`src/core/rts_pkg.sv`:
```
// Constants and types shared by the reset time-out sequencer
package rts_pkg;

    // ****************************************************************
    // Timing
    // ****************************************************************
    localparam int CLK_FREQ_KHZ = 200_000;
    localparam int POWER_UP_TIMER_TIME_MS = 96;
    localparam int POWER_UP_TIMER_W = 25;
    localparam logic [POWER_UP_TIMER_W-1:0] POWER_UP_TIMER_CYCLES = POWER_UP_TIMER_W'(POWER_UP_TIMER_TIME_MS * CLK_FREQ_KHZ);
    localparam int OST_W = 11;
    localparam logic [OST_W-1:0] OST_PULSES = 11'h0400;

    // ****************************************************************
    // Reset values and field layout
    // ****************************************************************
    localparam int PC_W = 16;
    localparam logic [PC_W-1:0] PC_RESET = 16'h0000;
    localparam logic [PC_W-1:0] PC_STEP = 16'h0001;
    localparam logic STAT_FIXED_BIT = 1'b1;
    localparam logic GLOBAL_INTERRUPT_DISABLE_RESET = 1'b1;

    // ****************************************************************
    // Oscillator modes
    // ****************************************************************
    localparam logic [1:0] OSC_CRYSTAL = 2'h0;
    localparam logic [1:0] OSC_LOW_FREQ = 2'h1;
    localparam logic [1:0] OSC_EXT_CLOCK = 2'h2;
    localparam logic [1:0] OSC_RES_CAP = 2'h3;

    // ****************************************************************
    // Sequencer states
    // ****************************************************************
    typedef enum logic [2:0] {
        ST_OFF = 3'b000,
        ST_MASTER_CLEAR_N = 3'b001,
        ST_TIME = 3'b010,
        ST_RUN = 3'b011,
        ST_SLEEP = 3'b100
    } rts_state_t;

endpackage : rts_pkg

```
`src/core/rts_sequencer.sv`:
```
// Reset and wake-up time-out sequencer top level
// Overview of operation
// - Start-up counter holds reset for 1024 oscillator periods after release or wake.
// - Start-up delay on power-on in every mode; on exit from sleep only in crystal or low-frequency modes.
// - Count oscillator pin pulses only once signal amplitude is adequate.
// - After power-on trip with master clear high, both timers start together.
// - Power-up wait is longer of 96 ms and 1024 periods; master clear in run adds none.
// - Time-out counting restarts at every rising edge of master clear.
// - Time-out and power-down flags encode the reset or wake cause.
// - Every reset loads the program counter with zero.
// - Status value per reset cause: 1111, 1110, 1101 or 1100.
// - Interrupt wake advances program counter; status 1110 or 1010 by interrupt disable.
// - Wake with interrupts enabled runs next instruction, then the interrupt vector.
// - Start-up counter skips master clear and watchdog resets while running.
`timescale 1ns/1ps
module rts_sequencer #(
    parameter logic [rts_pkg::POWER_UP_TIMER_W-1:0] POWER_UP_TIMER_CYCLES = rts_pkg::POWER_UP_TIMER_CYCLES
) (
    input wire logic core_clk_in,
    input wire logic rstn_in,
    input wire logic por_in,
    input wire logic master_clear_n_in,
    input wire logic osc_input_pin_in,
    input wire logic osc_amp_ok_in,
    input wire logic [1:0] osc_mode_in,
    input wire logic sleep_instr_in,
    input wire logic wake_int_in,
    input wire logic watchdog_timeout_in,
    input wire logic watchdog_clear_instr_in,
    input wire logic global_interrupt_disable_in,
    input wire logic instr_done_in,
    input wire logic [rts_pkg::PC_W-1:0] pc_in,
    output logic core_reset_out,
    output logic wake_hold_out,
    output logic pc_load_out,
    output logic [rts_pkg::PC_W-1:0] program_counter_out,
    output logic timeout_flag_out,
    output logic powerdown_flag_out,
    output logic [3:0] cpu_status_out,
    output logic int_vector_due_out
);
    // ****************************************************************
    // State and event decode
    // ****************************************************************
    rts_pkg::rts_state_t state_r;
    rts_pkg::rts_state_t state_nxt;
    logic need_power_up_timer_r;
    logic need_ost_r;
    logic wake_r;
    logic to_r;
    logic pd_r;
    logic global_interrupt_disable_r;
    logic vec_due_r;
    logic [rts_pkg::PC_W-1:0] pc_r;
    logic osc_prev_r;
    logic osc_tick;
    logic power_up_timer_done;
    logic ost_done;
    logic timers_done;
    logic slow_osc;
    logic ev_master_clear_n;
    logic ev_wdt;
    logic ev_wake;

    assign slow_osc = (osc_mode_in == rts_pkg::OSC_CRYSTAL) || (osc_mode_in == rts_pkg::OSC_LOW_FREQ);
    // Priority: power loss, then master clear, then watchdog, then wake
    assign ev_master_clear_n = por_in && !master_clear_n_in && (state_r == rts_pkg::ST_RUN || state_r == rts_pkg::ST_SLEEP);
    assign ev_wdt = por_in && master_clear_n_in && watchdog_timeout_in
                    && (state_r == rts_pkg::ST_RUN || state_r == rts_pkg::ST_SLEEP);
    assign ev_wake = por_in && master_clear_n_in && !watchdog_timeout_in && wake_int_in
                     && state_r == rts_pkg::ST_SLEEP;

    // ****************************************************************
    // Timers
    // ****************************************************************
    always_ff @(posedge core_clk_in or negedge rstn_in)
    begin
        if (!rstn_in)
            osc_prev_r <= 1'b0;
        else
            osc_prev_r <= osc_input_pin_in;
    end

    assign osc_tick = osc_input_pin_in && !osc_prev_r && osc_amp_ok_in;

    // Both timers clear outside the timing state, so they start on the same edge
    rts_timer #(.W(rts_pkg::OST_W)) u_ost (
        .core_clk_in(core_clk_in),
        .rstn_in(rstn_in),
        .clr_in(state_r != rts_pkg::ST_TIME),
        .tick_in(osc_tick),
        .limit_in(rts_pkg::OST_PULSES),
        .done_out(ost_done)
    );

    rts_timer #(.W(rts_pkg::POWER_UP_TIMER_W)) u_power_up_timer (
        .core_clk_in(core_clk_in),
        .rstn_in(rstn_in),
        .clr_in(state_r != rts_pkg::ST_TIME),
        .tick_in(1'b1),
        .limit_in(POWER_UP_TIMER_CYCLES),
        .done_out(power_up_timer_done)
    );

    assign timers_done = (power_up_timer_done || !need_power_up_timer_r) && (ost_done || !need_ost_r);

    // ****************************************************************
    // Sequencer
    // ****************************************************************
    always_comb
    begin
        state_nxt = state_r;
        case (state_r)
            rts_pkg::ST_OFF:
                if (por_in)
                    state_nxt = master_clear_n_in ? rts_pkg::ST_TIME : rts_pkg::ST_MASTER_CLEAR_N;
            rts_pkg::ST_MASTER_CLEAR_N:
                if (master_clear_n_in)
                    state_nxt = rts_pkg::ST_TIME;
            rts_pkg::ST_TIME:
                if (!master_clear_n_in)
                    state_nxt = rts_pkg::ST_MASTER_CLEAR_N;
                else if (timers_done)
                    state_nxt = rts_pkg::ST_RUN;
            rts_pkg::ST_RUN:
                if (ev_master_clear_n)
                    state_nxt = rts_pkg::ST_MASTER_CLEAR_N;
                else if (ev_wdt)
                    state_nxt = rts_pkg::ST_TIME;
                else if (sleep_instr_in)
                    state_nxt = rts_pkg::ST_SLEEP;
            rts_pkg::ST_SLEEP:
                if (ev_master_clear_n)
                    state_nxt = rts_pkg::ST_MASTER_CLEAR_N;
                else if (ev_wdt || ev_wake)
                    state_nxt = rts_pkg::ST_TIME;
            default:
                state_nxt = rts_pkg::ST_OFF;
        endcase
        if (!por_in)
            state_nxt = rts_pkg::ST_OFF;
    end

    always_ff @(posedge core_clk_in or negedge rstn_in)
    begin
        if (!rstn_in)
            state_r <= rts_pkg::ST_OFF;
        else
            state_r <= state_nxt;
    end

    // Which timers the pending release must wait for
    always_ff @(posedge core_clk_in or negedge rstn_in)
    begin
        if (!rstn_in)
        begin
            need_power_up_timer_r <= 1'b1;
            need_ost_r <= 1'b1;
            wake_r <= 1'b0;
        end
        else if (!por_in)
        begin
            // Start-up count applies on power-up in every mode to meet the longer-of wait
            need_power_up_timer_r <= 1'b1;
            need_ost_r <= 1'b1;
            wake_r <= 1'b0;
        end
        else if (ev_master_clear_n || ev_wdt || ev_wake)
        begin
            need_power_up_timer_r <= 1'b0;
            need_ost_r <= (state_r == rts_pkg::ST_SLEEP) && slow_osc;
            wake_r <= ev_wake;
        end
    end

    // ****************************************************************
    // Status flags and program counter
    // ****************************************************************
    always_ff @(posedge core_clk_in or negedge rstn_in)
    begin
        if (!rstn_in)
        begin
            to_r <= 1'b1;
            pd_r <= 1'b1;
            global_interrupt_disable_r <= rts_pkg::GLOBAL_INTERRUPT_DISABLE_RESET;
        end
        else if (!por_in)
        begin
            to_r <= 1'b1;
            pd_r <= 1'b1;
            global_interrupt_disable_r <= rts_pkg::GLOBAL_INTERRUPT_DISABLE_RESET;
        end
        else if (ev_master_clear_n)
        begin
            to_r <= 1'b1;
            pd_r <= (state_r == rts_pkg::ST_RUN);
            global_interrupt_disable_r <= rts_pkg::GLOBAL_INTERRUPT_DISABLE_RESET;
        end
        else if (ev_wdt)
        begin
            to_r <= 1'b0;
            pd_r <= (state_r == rts_pkg::ST_RUN);
            global_interrupt_disable_r <= rts_pkg::GLOBAL_INTERRUPT_DISABLE_RESET;
        end
        else if (ev_wake)
        begin
            to_r <= 1'b1;
            pd_r <= 1'b0;
            global_interrupt_disable_r <= global_interrupt_disable_in;
        end
        else if (state_r == rts_pkg::ST_RUN && sleep_instr_in)
        begin
            to_r <= 1'b1;
            pd_r <= 1'b0;
        end
        else if (state_r == rts_pkg::ST_RUN && watchdog_clear_instr_in)
        begin
            to_r <= 1'b1;
            pd_r <= 1'b1;
        end
    end

    always_ff @(posedge core_clk_in or negedge rstn_in)
    begin
        if (!rstn_in)
            pc_r <= rts_pkg::PC_RESET;
        else if (!por_in || !master_clear_n_in || ev_wdt)
            pc_r <= rts_pkg::PC_RESET;
        else if (ev_wake)
            pc_r <= pc_in + rts_pkg::PC_STEP;
    end

    // Vector is due after the one instruction that follows sleep
    always_ff @(posedge core_clk_in or negedge rstn_in)
    begin
        if (!rstn_in)
            vec_due_r <= 1'b0;
        else if (!por_in || ev_master_clear_n || ev_wdt)
            vec_due_r <= 1'b0;
        else if (ev_wake)
            vec_due_r <= !global_interrupt_disable_in;
        else if (state_r == rts_pkg::ST_RUN && instr_done_in)
            vec_due_r <= 1'b0;
    end

    // ****************************************************************
    // Outputs
    // ****************************************************************
    assign core_reset_out = (state_r == rts_pkg::ST_OFF) || (state_r == rts_pkg::ST_MASTER_CLEAR_N)
                            || (state_r == rts_pkg::ST_TIME && !wake_r);
    assign wake_hold_out = (state_r == rts_pkg::ST_TIME) && wake_r;
    assign pc_load_out = (state_r == rts_pkg::ST_TIME) && (state_nxt == rts_pkg::ST_RUN);
    assign program_counter_out = pc_r;
    assign timeout_flag_out = to_r;
    assign powerdown_flag_out = pd_r;
    assign cpu_status_out = {rts_pkg::STAT_FIXED_BIT, global_interrupt_disable_r, to_r, pd_r};
    assign int_vector_due_out = vec_due_r;

    // ****************************************************************
    // Assertions
    // ****************************************************************
    a_power_loss_reset: assert property (@(posedge core_clk_in) disable iff (!rstn_in)
        !por_in |=> core_reset_out && timeout_flag_out && powerdown_flag_out)
        else $error("power loss did not hold reset");

    a_clear_low_reset: assert property (@(posedge core_clk_in) disable iff (!rstn_in)
        (por_in && !master_clear_n_in) |=> core_reset_out && program_counter_out == rts_pkg::PC_RESET)
        else $error("master clear low did not reset");

    a_power_up_timer_wait: assert property (@(posedge core_clk_in) disable iff (!rstn_in)
        (state_r == rts_pkg::ST_TIME && need_power_up_timer_r && !power_up_timer_done) |=> state_r != rts_pkg::ST_RUN)
        else $error("released before power-up timer expired");

    a_ost_wait: assert property (@(posedge core_clk_in) disable iff (!rstn_in)
        (state_r == rts_pkg::ST_TIME && need_ost_r && !ost_done) |=> state_r != rts_pkg::ST_RUN)
        else $error("released before start-up count expired");

    a_wdt_run_flags: assert property (@(posedge core_clk_in) disable iff (!rstn_in)
        (state_r == rts_pkg::ST_RUN && ev_wdt) |=> !timeout_flag_out && powerdown_flag_out && core_reset_out)
        else $error("watchdog run flags wrong");

    a_wdt_sleep_stat: assert property (@(posedge core_clk_in) disable iff (!rstn_in)
        (state_r == rts_pkg::ST_SLEEP && ev_wdt) |=> cpu_status_out == 4'b1100 && need_ost_r == $past(slow_osc))
        else $error("watchdog sleep status wrong");

    a_wake_pc_step: assert property (@(posedge core_clk_in) disable iff (!rstn_in)
        ev_wake |=> program_counter_out == $past(pc_in) + rts_pkg::PC_STEP
                    && cpu_status_out[2] == $past(global_interrupt_disable_in) && wake_hold_out)
        else $error("wake program counter or status wrong");

    a_vector_after: assert property (@(posedge core_clk_in) disable iff (!rstn_in)
        (ev_wake && !global_interrupt_disable_in) |=> int_vector_due_out)
        else $error("interrupt vector not marked due");

    a_master_clear_n_run_fast: assert property (@(posedge core_clk_in) disable iff (!rstn_in)
        (state_r == rts_pkg::ST_MASTER_CLEAR_N && master_clear_n_in && por_in && !need_power_up_timer_r && !need_ost_r)
        ##1 (por_in && master_clear_n_in) |=> !core_reset_out)
        else $error("master clear in run added a time-out");

    a_mode_gate: assert property (@(posedge core_clk_in) disable iff (!rstn_in)
        ((ev_wake || ev_wdt || ev_master_clear_n) && !slow_osc) |=> !need_ost_r && !need_power_up_timer_r)
        else $error("start-up count used in fast clock mode");
endmodule : rts_sequencer

```
`src/core/rts_timer.sv`:
```
// Saturating event counter with a programmable terminal count
`timescale 1ns/1ps
module rts_timer #(
    parameter int W = 8
) (
    input wire logic core_clk_in,
    input wire logic rstn_in,
    input wire logic clr_in,
    input wire logic tick_in,
    input wire logic [W-1:0] limit_in,
    output logic done_out
);
    logic [W-1:0] count_r;

    always_ff @(posedge core_clk_in or negedge rstn_in)
    begin
        if (!rstn_in)
            count_r <= '0;
        else if (clr_in)
            count_r <= '0;
        else if (tick_in && !done_out)
            count_r <= count_r + W'(1);
    end

    assign done_out = (count_r >= limit_in);
endmodule : rts_timer

```
`config.mk`:
```
export PLATFORM = sky130hd
export DESIGN_NAME = rts_sequencer
export DESIGN_NICKNAME = d
export VERILOG_FILES = /design/src/core/rts_pkg.sv /design/src/core/rts_sequencer.sv /design/src/core/rts_timer.sv
export SDC_FILE = /design/constraint.sdc
export NUM_CORES = 1
export LEC_CHECK = 0
export BUFFER_PORTS_ARGS = -buffer_cell sky130_fd_sc_hd__buf_2
export CORE_MARGIN = 10
export CORE_UTILIZATION = 58
export DETAILED_ROUTE_END_ITERATION = 6
export GPL_TIMING_DRIVEN = 0
export PLACE_DENSITY = 0.8
export SLEW_MARGIN = 20
export SYNTH_ARGS = -nofsm -noshare
export SYNTH_HDL_FRONTEND = slang
export SYNTH_HIERARCHICAL = 1
export SYNTH_SLANG_ARGS = --single-unit
```
`constraint.sdc`:
```
create_clock -name core_clk_in -period 5.8 [get_ports core_clk_in]
set_input_delay 0.87 -clock core_clk_in [delete_from_list [all_inputs] [get_ports core_clk_in]]
set_output_delay 0.87 -clock core_clk_in [all_outputs]
set_load 0.01 [all_outputs]
```
==> out/qor.log, run 1 <==
INFO  status         run_status=finished clean
INFO  sta            setup_total_negative_slack=0ns
INFO  grt            use_met3=0.0351
INFO  grt            grt_max_degree=43
INFO  synthesis      postSynth.asyncResetShare=1.00
INFO  floorplanning  core_area=7810squm
INFO  worst_setup_path worst_path_class_setup=register to primary output
INFO  clock_network  cts-hold-fix-buffers=0
INFO  synthesis      syn-cell-area=4680squm
INFO  floorplanning  die_w=110microns
INFO  sta            grt_setup_unrepaired=false
INFO  route          route.detailed.drc=0
INFO  synthesis      synth.top_cell.area_share=0.310
INFO  route          dr.pass1.iters=4
INFO  sta            timing.final.hold_violations=0
INFO  floorplanning  initial_utilization=0.599
INFO  cells_and_area synthToLayoutAreaGrowth=16.0%
INFO  sta            finalWorstPathRequiredPeriod=3.87ns
INFO  worst_setup_path timing.critical_path.from=u_power_up_timer/count_r[19]
INFO  grt            aggregate_global_routing_overflow=0
INFO  floorplanning  std_cell_rows=32
INFO  power          pwr-share-seq=0.471
INFO  min_path       hp-class=primary input to asynchronous set/reset pin
INFO  worst_setup_path required_worst_endpoint=4.93ns
INFO  route          avgRoutedWirePerCell=14.6microns
INFO  sta            period_share=0.668
INFO  synthesis      yosysWarnings=6
INFO  grt            antenna_found_initial=0
INFO  sta            achievable-frequency=0.258GHz
INFO  synthesis      library_cell_with_the_highest_instance_count_after_synthesis=sky130_fd_sc_hd__dfrtp_1
INFO  worst_setup_path critical_path_maximum_fanout=7
INFO  synthesis      ys_ff_latch=63
INFO  worst_setup_path reg2reg_from=u_power_up_timer/count_r[19]
INFO  job            drv_cap=0
INFO  floorplanning  fp.dieArea=12100squm
INFO  synthesis      synth_flop_type=sky130_fd_sc_hd__dfrtp_1
INFO  power          switching_power=0.251mW
INFO  route          antenna_left=0
INFO  sta            worst_slew_pin_slew=0.547ns
INFO  cells_and_area post_layout_nonfiller_instances=731
INFO  power          power_per_cell_area=175nW/um^2
INFO  synthesis      number_of_enable_flip_flop_cells_after_synthesis=0
INFO  power          power.leakage=2.65nW
INFO  cells_and_area nets=693
INFO  clock_network  clock_tree.root_cell=sky130_fd_sc_hd__clkbuf_8
INFO  synthesis      syn_inst=523
INFO  power          total_power=0.948mW
INFO  clock_network  cts_resizes=0
INFO  clock_network  clock_tree.htree_level_count=3
INFO  place          dp_hpwl=8.27mm
INFO  grt            grt.met1_usage=0.221
INFO  synthesis      syn-mean-instance-area=8.95squm
INFO  synthesis      most_common_library_cells_after_synthesis=sky130_fd_sc_hd__dfrtp_1 (58), sky130_fd_sc_hd__inv_1 (42), sky130_fd_sc_hd__ha_1 (39), sky130_fd_sc_hd__nand2_1 (34), sky130_fd_sc_hd__nor2_1 (33)
INFO  grt            grt-busiest-layer=met2
INFO  route          drt_iter0_markers=210
INFO  route          detailroute.via_count=4178
INFO  synthesis      post_synth_main_area_contributors=sky130_fd_sc_hd__dfrtp_1 (31%), sky130_fd_sc_hd__ha_1 (10%), sky130_fd_sc_hd__mux2_2 (3.9%)
INFO  clock_network  cts.path.max_buffers=2
INFO  grt            grt_usage=0.182
INFO  worst_setup_path setup.worst_path.end_class=primary output
INFO  clock_network  clkTransAtPathRegs=0.07ns
INFO  worst_setup_path crit_path_start_kind=register
INFO  power          max-vdd-ir-drop=160uV
INFO  clock_network  cts_post_setup_buffers_inserted=0
INFO  route          post_drt_via_cell_ratio=5.72
INFO  grt            grt_use_met2=0.314
INFO  clock_network  cts.sinks=63
INFO  sta            setup_viol_count_final=0
INFO  sta            clock-skew-final=0.0116ns
INFO  power          power_report.internal_total=0.698mW
INFO  floorplanning  die-height=110microns
INFO  clock_network  tritoncts=done
INFO  synthesis      netlist.top_cell.by_area=sky130_fd_sc_hd__dfrtp_1
INFO  grt            grt_pass1_vias=4256
INFO  clock_network  clk_latency=0.33ns
INFO  synthesis      synth_cell_types=71
INFO  sta            relSlewSlack=0.633
INFO  worst_setup_path arrival=3.00ns
INFO  clock_network  cts_buffers=9
INFO  grt            grt_pass1_wl=18.3mm
INFO  synthesis      synth-seq-area-share=0.338
INFO  power          pwr-share-comb=0.125
INFO  place          port-buffer-count=52
INFO  sta            drv_slew=0
INFO  place          gpl.final_weighted_congestion=0.864
INFO  floorplanning  ioPinCount=56
INFO  sta            whs=0.425ns
INFO  power          clock_power_share=0.405
INFO  route          postRouteWirelength=10.7mm
INFO  place          cell_count_after_placement=715
INFO  cells_and_area post_route_cells_drive_above_1_share=0.203
INFO  cells_and_area diode_insertion_count_for_antenna_repair=0
INFO  power          switching_share=0.264
## worst paths after layout
check | to | slack (ns) | cells past startpoint
worst max-delay path | pc_load_out | 1.93 | 11
worst min-delay path | u_power_up_timer/count_r[15] | 0.43 | 1
worst max register to register | u_power_up_timer/count_r[21] | 3.12 | 8
worst min register to register | program_counter_out[0] | 0.49 | 1
max in group asynchronous | timeout_flag_out | 4.80 | 2
min in group core_clk_in | program_counter_out[0] | 0.49 | 1
## power groups by stage
stage                     Combinational, mW  Sequential (mW)  Clock [mW]
final                                 0.118            0.446       0.384
after global routing                  0.134            0.447       0.409
after CTS                             0.117            0.446       0.393
after detailed placement              0.117            0.455           0
after global placement                0.111            0.454           0
after floorplan                      0.0722            0.455           0
## state kept, by name, indices dropped and copies added (netlist names)
name / cells
int_vector_due_out: 1
u_power_up_timer/count_r: 25
need_ost_r: 1
global_interrupt_disable_r: 1
need_power_up_timer_r: 1
wake_r: 1
program_counter_out: 16
u_ost/count_r: 11
osc_prev_r: 1
powerdown_flag_out: 1
state_r: 3
timeout_flag_out: 1
## logic make-up (layout without fill, tap and decap cells)
group | count (synthesis) | count (layout) | share of synthesized area
other cells | 2 | 39 | 0.00160
simple gates | 211 | 211 | 0.252
compound gates | 102 | 102 | 0.158
flops | 63 | 63 | 0.338
fa+ha+maj | 39 | 39 | 0.104
xor+xnor | 17 | 17 | 0.0318
mux | 19 | 19 | 0.0452
buf+inv | 70 | 139 | 0.0687
## cell type report
class,instances,area [sq um]
clock inverter,5,56.3
tap,102,128
sequential,63,1580
timing repair buffer,53,283
clock buffer,11,141
multi-input combinational,427,2910
buffer,28,164
inverter,42,158
fill,639,2380
## layout by cell type, fill, tap and decap left out, drive strengths merged, types with 5 or more instances in the layout
master / n
or3: 5
nor2: 35
nand4: 18
dfrtp: 58
nand2: 35
a22o: 13
conb: 39
xnor2: 9
o31ai: 7
buf: 71
inv: 43
nor2b: 18
a21oi: 31
nor4: 7
o21ai: 20
clkbuf: 21
dfstp: 5
mux2: 17
and3: 11
xor2: 8
nor3: 21
nand3: 30
or4: 7
ha: 39
and2: 5
## metal layers
layer,vias up,wire (microns)
li1,2047,-
met1,2010,4730
met2,113,5300
met3,8,539
met4,0,91
met5,-,0
## stage by stage
stage	utilization	setup WS (ns)	area, sq um
floorplan	-	2.79	4820
global placement	0.667	2.37	5210
detailed placement	0.670	2.34	5230
CTS	0.695	1.94	5430
global route	0.695	1.77	5430
finish	0.695	1.93	5430
## worst max-delay path: stages (launching register included)
cell,delay (ns)
sky130_fd_sc_hd__dfrtp_1,0.45
sky130_fd_sc_hd__ha_1,0.34
sky130_fd_sc_hd__nand4_1,0.19
sky130_fd_sc_hd__nor4_2,0.58
sky130_fd_sc_hd__a211oi_2,0.15
sky130_fd_sc_hd__o211a_1,0.18
sky130_fd_sc_hd__nand2_1,0.09
sky130_fd_sc_hd__nand2b_1,0.11
sky130_fd_sc_hd__a21oi_1,0.08
sky130_fd_sc_hd__a21oi_1,0.18
sky130_fd_sc_hd__and3b_1,0.18
sky130_fd_sc_hd__buf_2,0.13
Power figures use the tool's default switching activity.
==> run 2, diff against run 1 <==
ABC_AREA = 1   (was not set)
CORE_UTILIZATION = 54   (was 58)
PLACE_DENSITY = 0.77   (was 0.8)
clock period = 3.2 ns   (was 5.8 ns; I/O delays follow)
==> out/qor.log, run 2 <==
INFO  cells_and_area number_of_flip_flops_in_the_largest_register=25
INFO  sta            setup_viol_count_final=0
INFO  grt            grt_usage=0.178
INFO  clock_network  clock_tree.root_cell=sky130_fd_sc_hd__clkbuf_8
INFO  clock_network  cts_resizes=0
INFO  place          port-buffer-count=53
INFO  worst_setup_path reg2reg_from=u_power_up_timer/count_r[19]
INFO  synthesis      syn-cell-area=5300squm
INFO  worst_setup_path cpPeakStageDelay=0.44ns
INFO  power          switching_power=0.464mW
INFO  route          postRouteWirelength=12.5mm
INFO  floorplanning  std_cell_rows=36
INFO  worst_setup_path r2r-end=u_power_up_timer/count_r[20]
INFO  sta            worst_slew_pin_slew=0.512ns
INFO  sta            setup_total_negative_slack=0ns
INFO  worst_setup_path crit_slowest_cell=sky130_fd_sc_hd__dfrtp_1
INFO  synthesis      netlist.top_cell.by_area=sky130_fd_sc_hd__dfrtp_1
INFO  cells_and_area diode_insertion_count_for_antenna_repair=0
INFO  route          antenna_left=0
INFO  synthesis      post_synth_main_area_contributors=sky130_fd_sc_hd__dfrtp_1 (27%), sky130_fd_sc_hd__nand2_1 (18%), sky130_fd_sc_hd__ha_1 (9.2%)
INFO  job            drv_cap=0
INFO  sta            grt_setup_unrepaired=false
INFO  grt            grt_max_degree=49
INFO  power          switching_share=0.251
INFO  synthesis      postSynth.asyncResetShare=1.00
INFO  clock_network  clk_latency=0.35ns
INFO  sta            drv_slew=0
INFO  place          gpl.final_weighted_congestion=0.919
INFO  place          dp_hpwl=9.86mm
INFO  worst_setup_path worstPathBufferInverterCount=1
INFO  cells_and_area synthToLayoutAreaGrowth=15.9%
INFO  worst_setup_path r2r.worst_path.cells=11
INFO  sta            clock-skew-final=0.0132ns
INFO  cells_and_area layout_common_cells=sky130_fd_sc_hd__nand2_1 (252), sky130_fd_sc_hd__inv_1 (113), sky130_fd_sc_hd__nor2_1 (92), sky130_fd_sc_hd__nand3_1 (68), sky130_fd_sc_hd__dfrtp_1 (58)
INFO  worst_setup_path crit_path_start_kind=register
INFO  synthesis      ys_ff_latch=63
INFO  synthesis      number_of_enable_flip_flop_cells_after_synthesis=0
INFO  cells_and_area largest_register=u_power_up_timer/count_r
INFO  worst_setup_path top_cell_family_by_delay_on_the_critical_path=simple AND/OR/NAND/NOR gates
INFO  worst_setup_path setup.worst_path.end_class=primary output
INFO  floorplanning  die-height=119microns
INFO  min_path       hold_start=osc_input_pin_in
INFO  synthesis      library_cell_with_the_highest_instance_count_after_synthesis=sky130_fd_sc_hd__nand2_1
INFO  clock_network  cts_buffers=9
INFO  route          detailroute.via_count=5087
INFO  worst_setup_path required_worst_endpoint=2.72ns
INFO  clock_network  cts.path.max_buffers=2
INFO  cells_and_area design_area=6140squm
INFO  power          power_per_cell_area=301nW/um^2
INFO  sta            whs=0.252ns
INFO  min_path       whs_endpoint=osc_prev_r
INFO  route          dr.pass1.iters=7
INFO  floorplanning  die_w=119microns
INFO  grt            aggregate_global_routing_overflow=0
INFO  clock_network  clock_tree.htree_level_count=3
INFO  synthesis      synth-seq-area-share=0.299
INFO  synthesis      syn_inst=796
INFO  sta            achievable-frequency=0.337GHz
INFO  power          power_report.internal_total=1.38mW
INFO  clock_network  cts-hold-fix-buffers=1
INFO  synthesis      synth_cell_types=41
INFO  cells_and_area mostFrequentLayoutCell=sky130_fd_sc_hd__nand2_1
INFO  worst_setup_path r2r_setup_slack=1.18ns
INFO  route          post_drt_via_cell_ratio=4.91
INFO  clock_network  cts_post_setup_buffers_inserted=0
INFO  power          clock_power_share=0.438
INFO  worst_setup_path crit_path_cell_trace=ha_1, nand2_1, nor2_2, nand2_2, nor2_1, nand2_1, nand2_1, nor2_2, nand2_1, o22ai_1, nand2_1, o21ai_0, nor2_1, buf_2
INFO  floorplanning  fp.dieArea=14200squm
INFO  grt            antenna_found_initial=0
INFO  power          pwr-share-comb=0.121
INFO  sta            timing.final.hold_violations=0
INFO  floorplanning  core_area=9680squm
INFO  sta            relSlewSlack=0.659
INFO  power          max-vdd-ir-drop=301uV
INFO  grt            grt_pass1_wl=21.4mm
INFO  cells_and_area nets=967
INFO  floorplanning  initial_utilization=0.547
INFO  route          route.detailed.drc=0
INFO  synthesis      syn-mean-instance-area=6.66squm
INFO  floorplanning  ioPinCount=56
INFO  sta            period_share=0.927
INFO  min_path       hp-class=primary input to register
INFO  power          power.leakage=3.32nW
INFO  synthesis      most_common_library_cells_after_synthesis=sky130_fd_sc_hd__nand2_1 (252), sky130_fd_sc_hd__inv_1 (113), sky130_fd_sc_hd__nor2_1 (92), sky130_fd_sc_hd__nand3_1 (68), sky130_fd_sc_hd__dfrtp_1 (58)
INFO  power          pwr-share-seq=0.441
INFO  clock_network  tritoncts=done
INFO  worst_setup_path worst_path_class_setup=register to primary output
INFO  route          drt_iter0_markers=277
INFO  cells_and_area post_route_cells_drive_above_1_share=0.151
INFO  route          avgRoutedWirePerCell=12.0microns
INFO  cells_and_area fill_cell_total_of_the_finished_layout=904
INFO  power          total_power=1.85mW
INFO  synthesis      synth.top_cell.area_share=0.274
INFO  cells_and_area final_util=0.634
INFO  min_path       min_path_cells=1
INFO  synthesis      yosysWarnings=6
INFO  status         run_status=finished clean
INFO  place          place_area=5890squm
INFO  clock_network  clkTransAtPathRegs=0.08ns
INFO  worst_setup_path arrival=2.49ns
INFO  worst_setup_path timing.critical_path.mode_cell=sky130_fd_sc_hd__nand2_1
INFO  grt            grt_pass1_vias=4817
INFO  worst_setup_path critical_path_maximum_fanout=4
INFO  sta            finalWorstPathRequiredPeriod=2.97ns
INFO  synthesis      synth_flop_type=sky130_fd_sc_hd__dfrtp_1
INFO  clock_network  cts.sinks=63
run 2: cell types whose count changed in the layout (fill, tap and decap cells not counted), sizes merged, moves of 8 or more:
cell	delta
nor2b	-18
nand3	+42
mux2	-17
nor2	+69
and3	-10
a21oi	-15
inv	+74
a22o	-13
xor2	+8
nand2	+232
nor3	-8
run 2: per-stage QoR:
stage / worst slack [ns] / cells
after floorplan: 0.982 / 832
after global placement: 0.628 / 1018
after detailed placement: 0.620 / 1019
after CTS: 0.219 / 1036
after global routing: 0.0247 / 1036
final: 0.234 / 1036
run 2: power groups by stage:
stage | clock, mW | combinational [mW] | sequential, mW
global placement | 0 | 0.213 | 0.829
CTS | 0.827 | 0.223 | 0.815
finish | 0.810 | 0.223 | 0.815
detailed placement | 0 | 0.221 | 0.830
floorplan | 0 | 0.137 | 0.829
global route | 0.862 | 0.257 | 0.816
run 2: worst max-delay path by stage:
stage             endpoint  depth (start not counted)                    startpoint
6_report       pc_load_out                         14  u_power_up_timer/count_r[24]
3_5_place_dp   pc_load_out                         14  u_power_up_timer/count_r[18]
4_1_cts        pc_load_out                         14  u_power_up_timer/count_r[24]
3_3_place_gp   pc_load_out                         14  u_power_up_timer/count_r[18]
2_1_floorplan  pc_load_out                         14              u_ost/count_r[2]
5_1_grt        pc_load_out                         14  u_power_up_timer/count_r[24]
run 2: cell type report:
class | count | area [sq um] | area share
clock inverters | 3 | 65.1 | 0.0106
inverters | 118 | 443 | 0.0722
well taps | 133 | 166 | 0.0271
multi-input cells | 631 | 3270 | 0.532
plain buffers | 20 | 141 | 0.0230
clock buffers | 13 | 169 | 0.0275
repair buffers | 55 | 305 | 0.0497
flip-flops and latches | 63 | 1580 | 0.258
run 2: kinds of logic (layout without fill, tap and decap cells):
kind of cell	after synthesis	count (layout)	synth area share
AO/OA/AOI/OAI	53	53	0.0586
buffers and inverters	138	209	0.110
adder cells (fa/ha/maj)	39	39	0.0921
flip-flops	63	63	0.299
XOR/XNOR	22	22	0.0364
AND/OR/NAND/NOR	479	479	0.402
other	2	38	0.00142
run 2: metal layers:
metal | vias to the layer above | part of all wire | track usage
li1 | 2672 | - | -
met1 | 2287 | 0.45 | 0.211
met2 | 110 | 0.49 | 0.315
met3 | 18 | 0.050 | 0.0364
met4 | 0 | 0.014 | 0.0573
met5 | - | 0 | 0
run 2: worst register-to-register path: cells and delay by family (launching register included):
| kind | cells | cell delay [ns] |
|---|---|---|
| adders and majority gates | 1 | 0.31 |
| buffers and inverters | 1 | 0.15 |
| DFF | 1 | 0.46 |
| and+or+nand+nor | 9 | 0.99 |
==> run 3, diff against run 2 <==
PLACE_DENSITY = not set   (was 0.77)
PLACE_DENSITY_LB_ADDON = 0.2   (was not set)
clock period = 2.7 ns   (was 3.2 ns; I/O delays follow)
==> out/qor.log, run 3 (synthesized netlist as in run 2, its figures left out) <==
INFO  cells_and_area largest_register=u_power_up_timer/count_r
INFO  grt            antenna_found_initial=0
INFO  power          max-vdd-ir-drop=322uV
INFO  power          total_power=2.30mW
INFO  cells_and_area diode_insertion_count_for_antenna_repair=0
INFO  place          dp_hpwl=10.3mm
INFO  floorplanning  initial_utilization=0.547
INFO  floorplanning  die-height=119microns
INFO  power          pwr-share-seq=0.419
INFO  floorplanning  std_cell_rows=36
INFO  worst_setup_path crit_path_cell_trace=ha_1, nand2_1, nor2_2, nand2_2, inv_1, nand2_1, nand3_2, nor2_4, nand2_2, o22ai_2, nand2_1, o21ai_1, nor2_1, buf_2
INFO  clock_network  clk_latency=0.35ns
INFO  grt            grt_max_degree=49
INFO  place          cell_count_after_placement=1019
INFO  sta            whs=0.186ns
INFO  worst_setup_path worstPathBufferInverterCount=2
INFO  sta            setup_total_negative_slack=0ns
INFO  sta            relSlewSlack=0.654
INFO  grt            grt_usage=0.193
INFO  cells_and_area synthToLayoutAreaGrowth=22.5%
INFO  sta            achievable-frequency=0.371GHz
INFO  clock_network  cts.path.max_buffers=2
INFO  clock_network  cts_buffers=9
INFO  worst_setup_path timing.critical_path.mode_cell=sky130_fd_sc_hd__nand2_1
INFO  sta            setup_slack=0.00454ns
INFO  place          gpl.final_weighted_congestion=0.950
INFO  cells_and_area number_of_flip_flops_in_the_largest_register=25
INFO  place          place_area=5890squm
INFO  sta            grt_setup_unrepaired=true
INFO  job            drv_cap=0
INFO  worst_setup_path timing.critical_path.from=u_power_up_timer/count_r[21]
INFO  route          drt_iter0_markers=305
INFO  clock_network  tritoncts=done
INFO  worst_setup_path setup.worst_path.end_class=primary output
INFO  route          dr.pass1.iters=5
INFO  clock_network  cts.sinks=63
INFO  cells_and_area design_area=6490squm
INFO  power          switching_share=0.248
INFO  floorplanning  core_area=9680squm
INFO  clock_network  clock_tree.root_cell=sky130_fd_sc_hd__clkbuf_8
INFO  min_path       hp-class=primary input to register
INFO  route          avgRoutedWirePerCell=12.7microns
INFO  power          pwr-share-comb=0.130
INFO  place          port-buffer-count=53
INFO  floorplanning  die_w=119microns
INFO  cells_and_area final_util=0.670
INFO  cells_and_area post_layout_nonfiller_instances=1068
INFO  sta            finalWorstPathRequiredPeriod=2.70ns
INFO  route          antenna_left=0
INFO  worst_setup_path worst_path_class_setup=register to primary output
INFO  worst_setup_path critical_path_maximum_fanout=4
INFO  cells_and_area fill_cell_total_of_the_finished_layout=856
INFO  sta            worst_slew_pin_slew=0.518ns
INFO  worst_setup_path arrival=2.29ns
INFO  cells_and_area layout_common_cells=sky130_fd_sc_hd__nand2_1 (246), sky130_fd_sc_hd__inv_1 (113), sky130_fd_sc_hd__nor2_1 (89), sky130_fd_sc_hd__nand3_1 (67), sky130_fd_sc_hd__buf_2 (57)
INFO  place          place_worst_setup_slack=0.0865ns
INFO  clock_network  clkTransAtPathRegs=0.08ns
INFO  route          postRouteWirelength=13.6mm
INFO  cells_and_area post_route_cells_drive_above_1_share=0.206
INFO  sta            timing.final.hold_violations=0
INFO  status         run_status=finished clean
INFO  power          power_report.internal_total=1.73mW
INFO  worst_setup_path cpPeakStageDelay=0.40ns
INFO  clock_network  clock_tree.htree_level_count=3
INFO  sta            drv_slew=0
INFO  route          route.detailed.drc=0
INFO  sta            setup_viol_count_final=0
INFO  min_path       hold_start=osc_input_pin_in
INFO  sta            period_share=0.998
INFO  grt            grt_pass1_wl=23.3mm
INFO  grt            aggregate_global_routing_overflow=0
INFO  worst_setup_path crit_slowest_cell=sky130_fd_sc_hd__dfrtp_1
INFO  power          switching_power=0.572mW
INFO  route          detailroute.via_count=5397
INFO  cells_and_area nets=999
INFO  grt            grt_pass1_vias=5279
INFO  worst_setup_path reg2reg_from=u_power_up_timer/count_r[21]
INFO  power          power.leakage=3.50nW
INFO  power          clock_power_share=0.451
INFO  worst_setup_path top_cell_family_by_delay_on_the_critical_path=simple AND/OR/NAND/NOR gates
INFO  sta            clock-skew-final=0.0157ns
INFO  route          post_drt_via_cell_ratio=5.05
INFO  floorplanning  fp.dieArea=14200squm
INFO  worst_setup_path required_worst_endpoint=2.30ns
INFO  cells_and_area mostFrequentLayoutCell=sky130_fd_sc_hd__nand2_1
INFO  floorplanning  ioPinCount=56
INFO  worst_setup_path crit_path_start_kind=register
INFO  power          power_per_cell_area=355nW/um^2
-- run 3: cell types whose count changed in the layout (fill, tap and decap cells not counted), sizes merged --
| cell | change |
|---|---|
| bufinv | +1 |
| clkinv | -1 |
| buf | +32 |
-- run 3: final timing paths --
check | endpoint | slack (ns) | cells past startpoint
worst max-delay path | pc_load_out | 0.005 | 14
worst min-delay path | osc_prev_r | 0.19 | 1
worst max register to register | state_r[0] | 0.01 | 20
worst min register to register | program_counter_out[1] | 0.48 | 2
max in group asynchronous | need_power_up_timer_r | 1.66 | 3
min in group asynchronous | u_power_up_timer/count_r[15] | 0.46 | 2
-- run 3: final cells by class --
class | count | area (sq um) | share of cell area
multi-input combinational | 631 | 3340 | 0.515
inverter | 118 | 443 | 0.0682
clock inverter | 3 | 90.1 | 0.0139
timing repair buffer | 87 | 549 | 0.0846
sequential | 63 | 1600 | 0.246
buffer | 20 | 141 | 0.0218
clock buffer | 13 | 159 | 0.0245
tap | 133 | 166 | 0.0256
-- run 3: power by group through the flow --
stage / clock network, mW / logic (mW) / registers [mW]
3_5_place_dp: 0 / 0.265 / 0.983
3_3_place_gp: 0 / 0.250 / 0.983
6_report: 1.04 / 0.299 / 0.965
2_1_floorplan: 0 / 0.162 / 0.983
4_1_cts: 1.06 / 0.290 / 0.965
5_1_grt: 1.09 / 0.339 / 0.967
-- run 3: worst reg2reg max path, delay by kind of cell (launching register included) --
| family | cells | cell delay, ns |
|---|---|---|
| AO/OA/AOI/OAI | 2 | 0.21 |
| flip-flops | 1 | 0.40 |
| buffers and inverters | 8 | 0.90 |
| AND/OR/NAND/NOR | 9 | 0.76 |
| adder cells (fa/ha/maj) | 1 | 0.30 |
-- run 3: per-layer routing --
layer  wire length, microns  global-route usage  part of all wire  vias up
met2                   6960               0.354              0.51      123
met4                    230              0.0603             0.017        0
met1                   5860               0.226              0.43     2513
met3                    520              0.0250             0.038       22
met5                      0                   0                 0        -
li1                       -                   -                 -     2739
-- run 3: repair_timing --
item                       4_1_cts  5_1_grt
setup endpoints to repair        1        2
setup buffers                   31        1
hold buffers                     1        0
pin swaps                        7        9
hold endpoints to repair        15        0
gates resized for setup         22        8
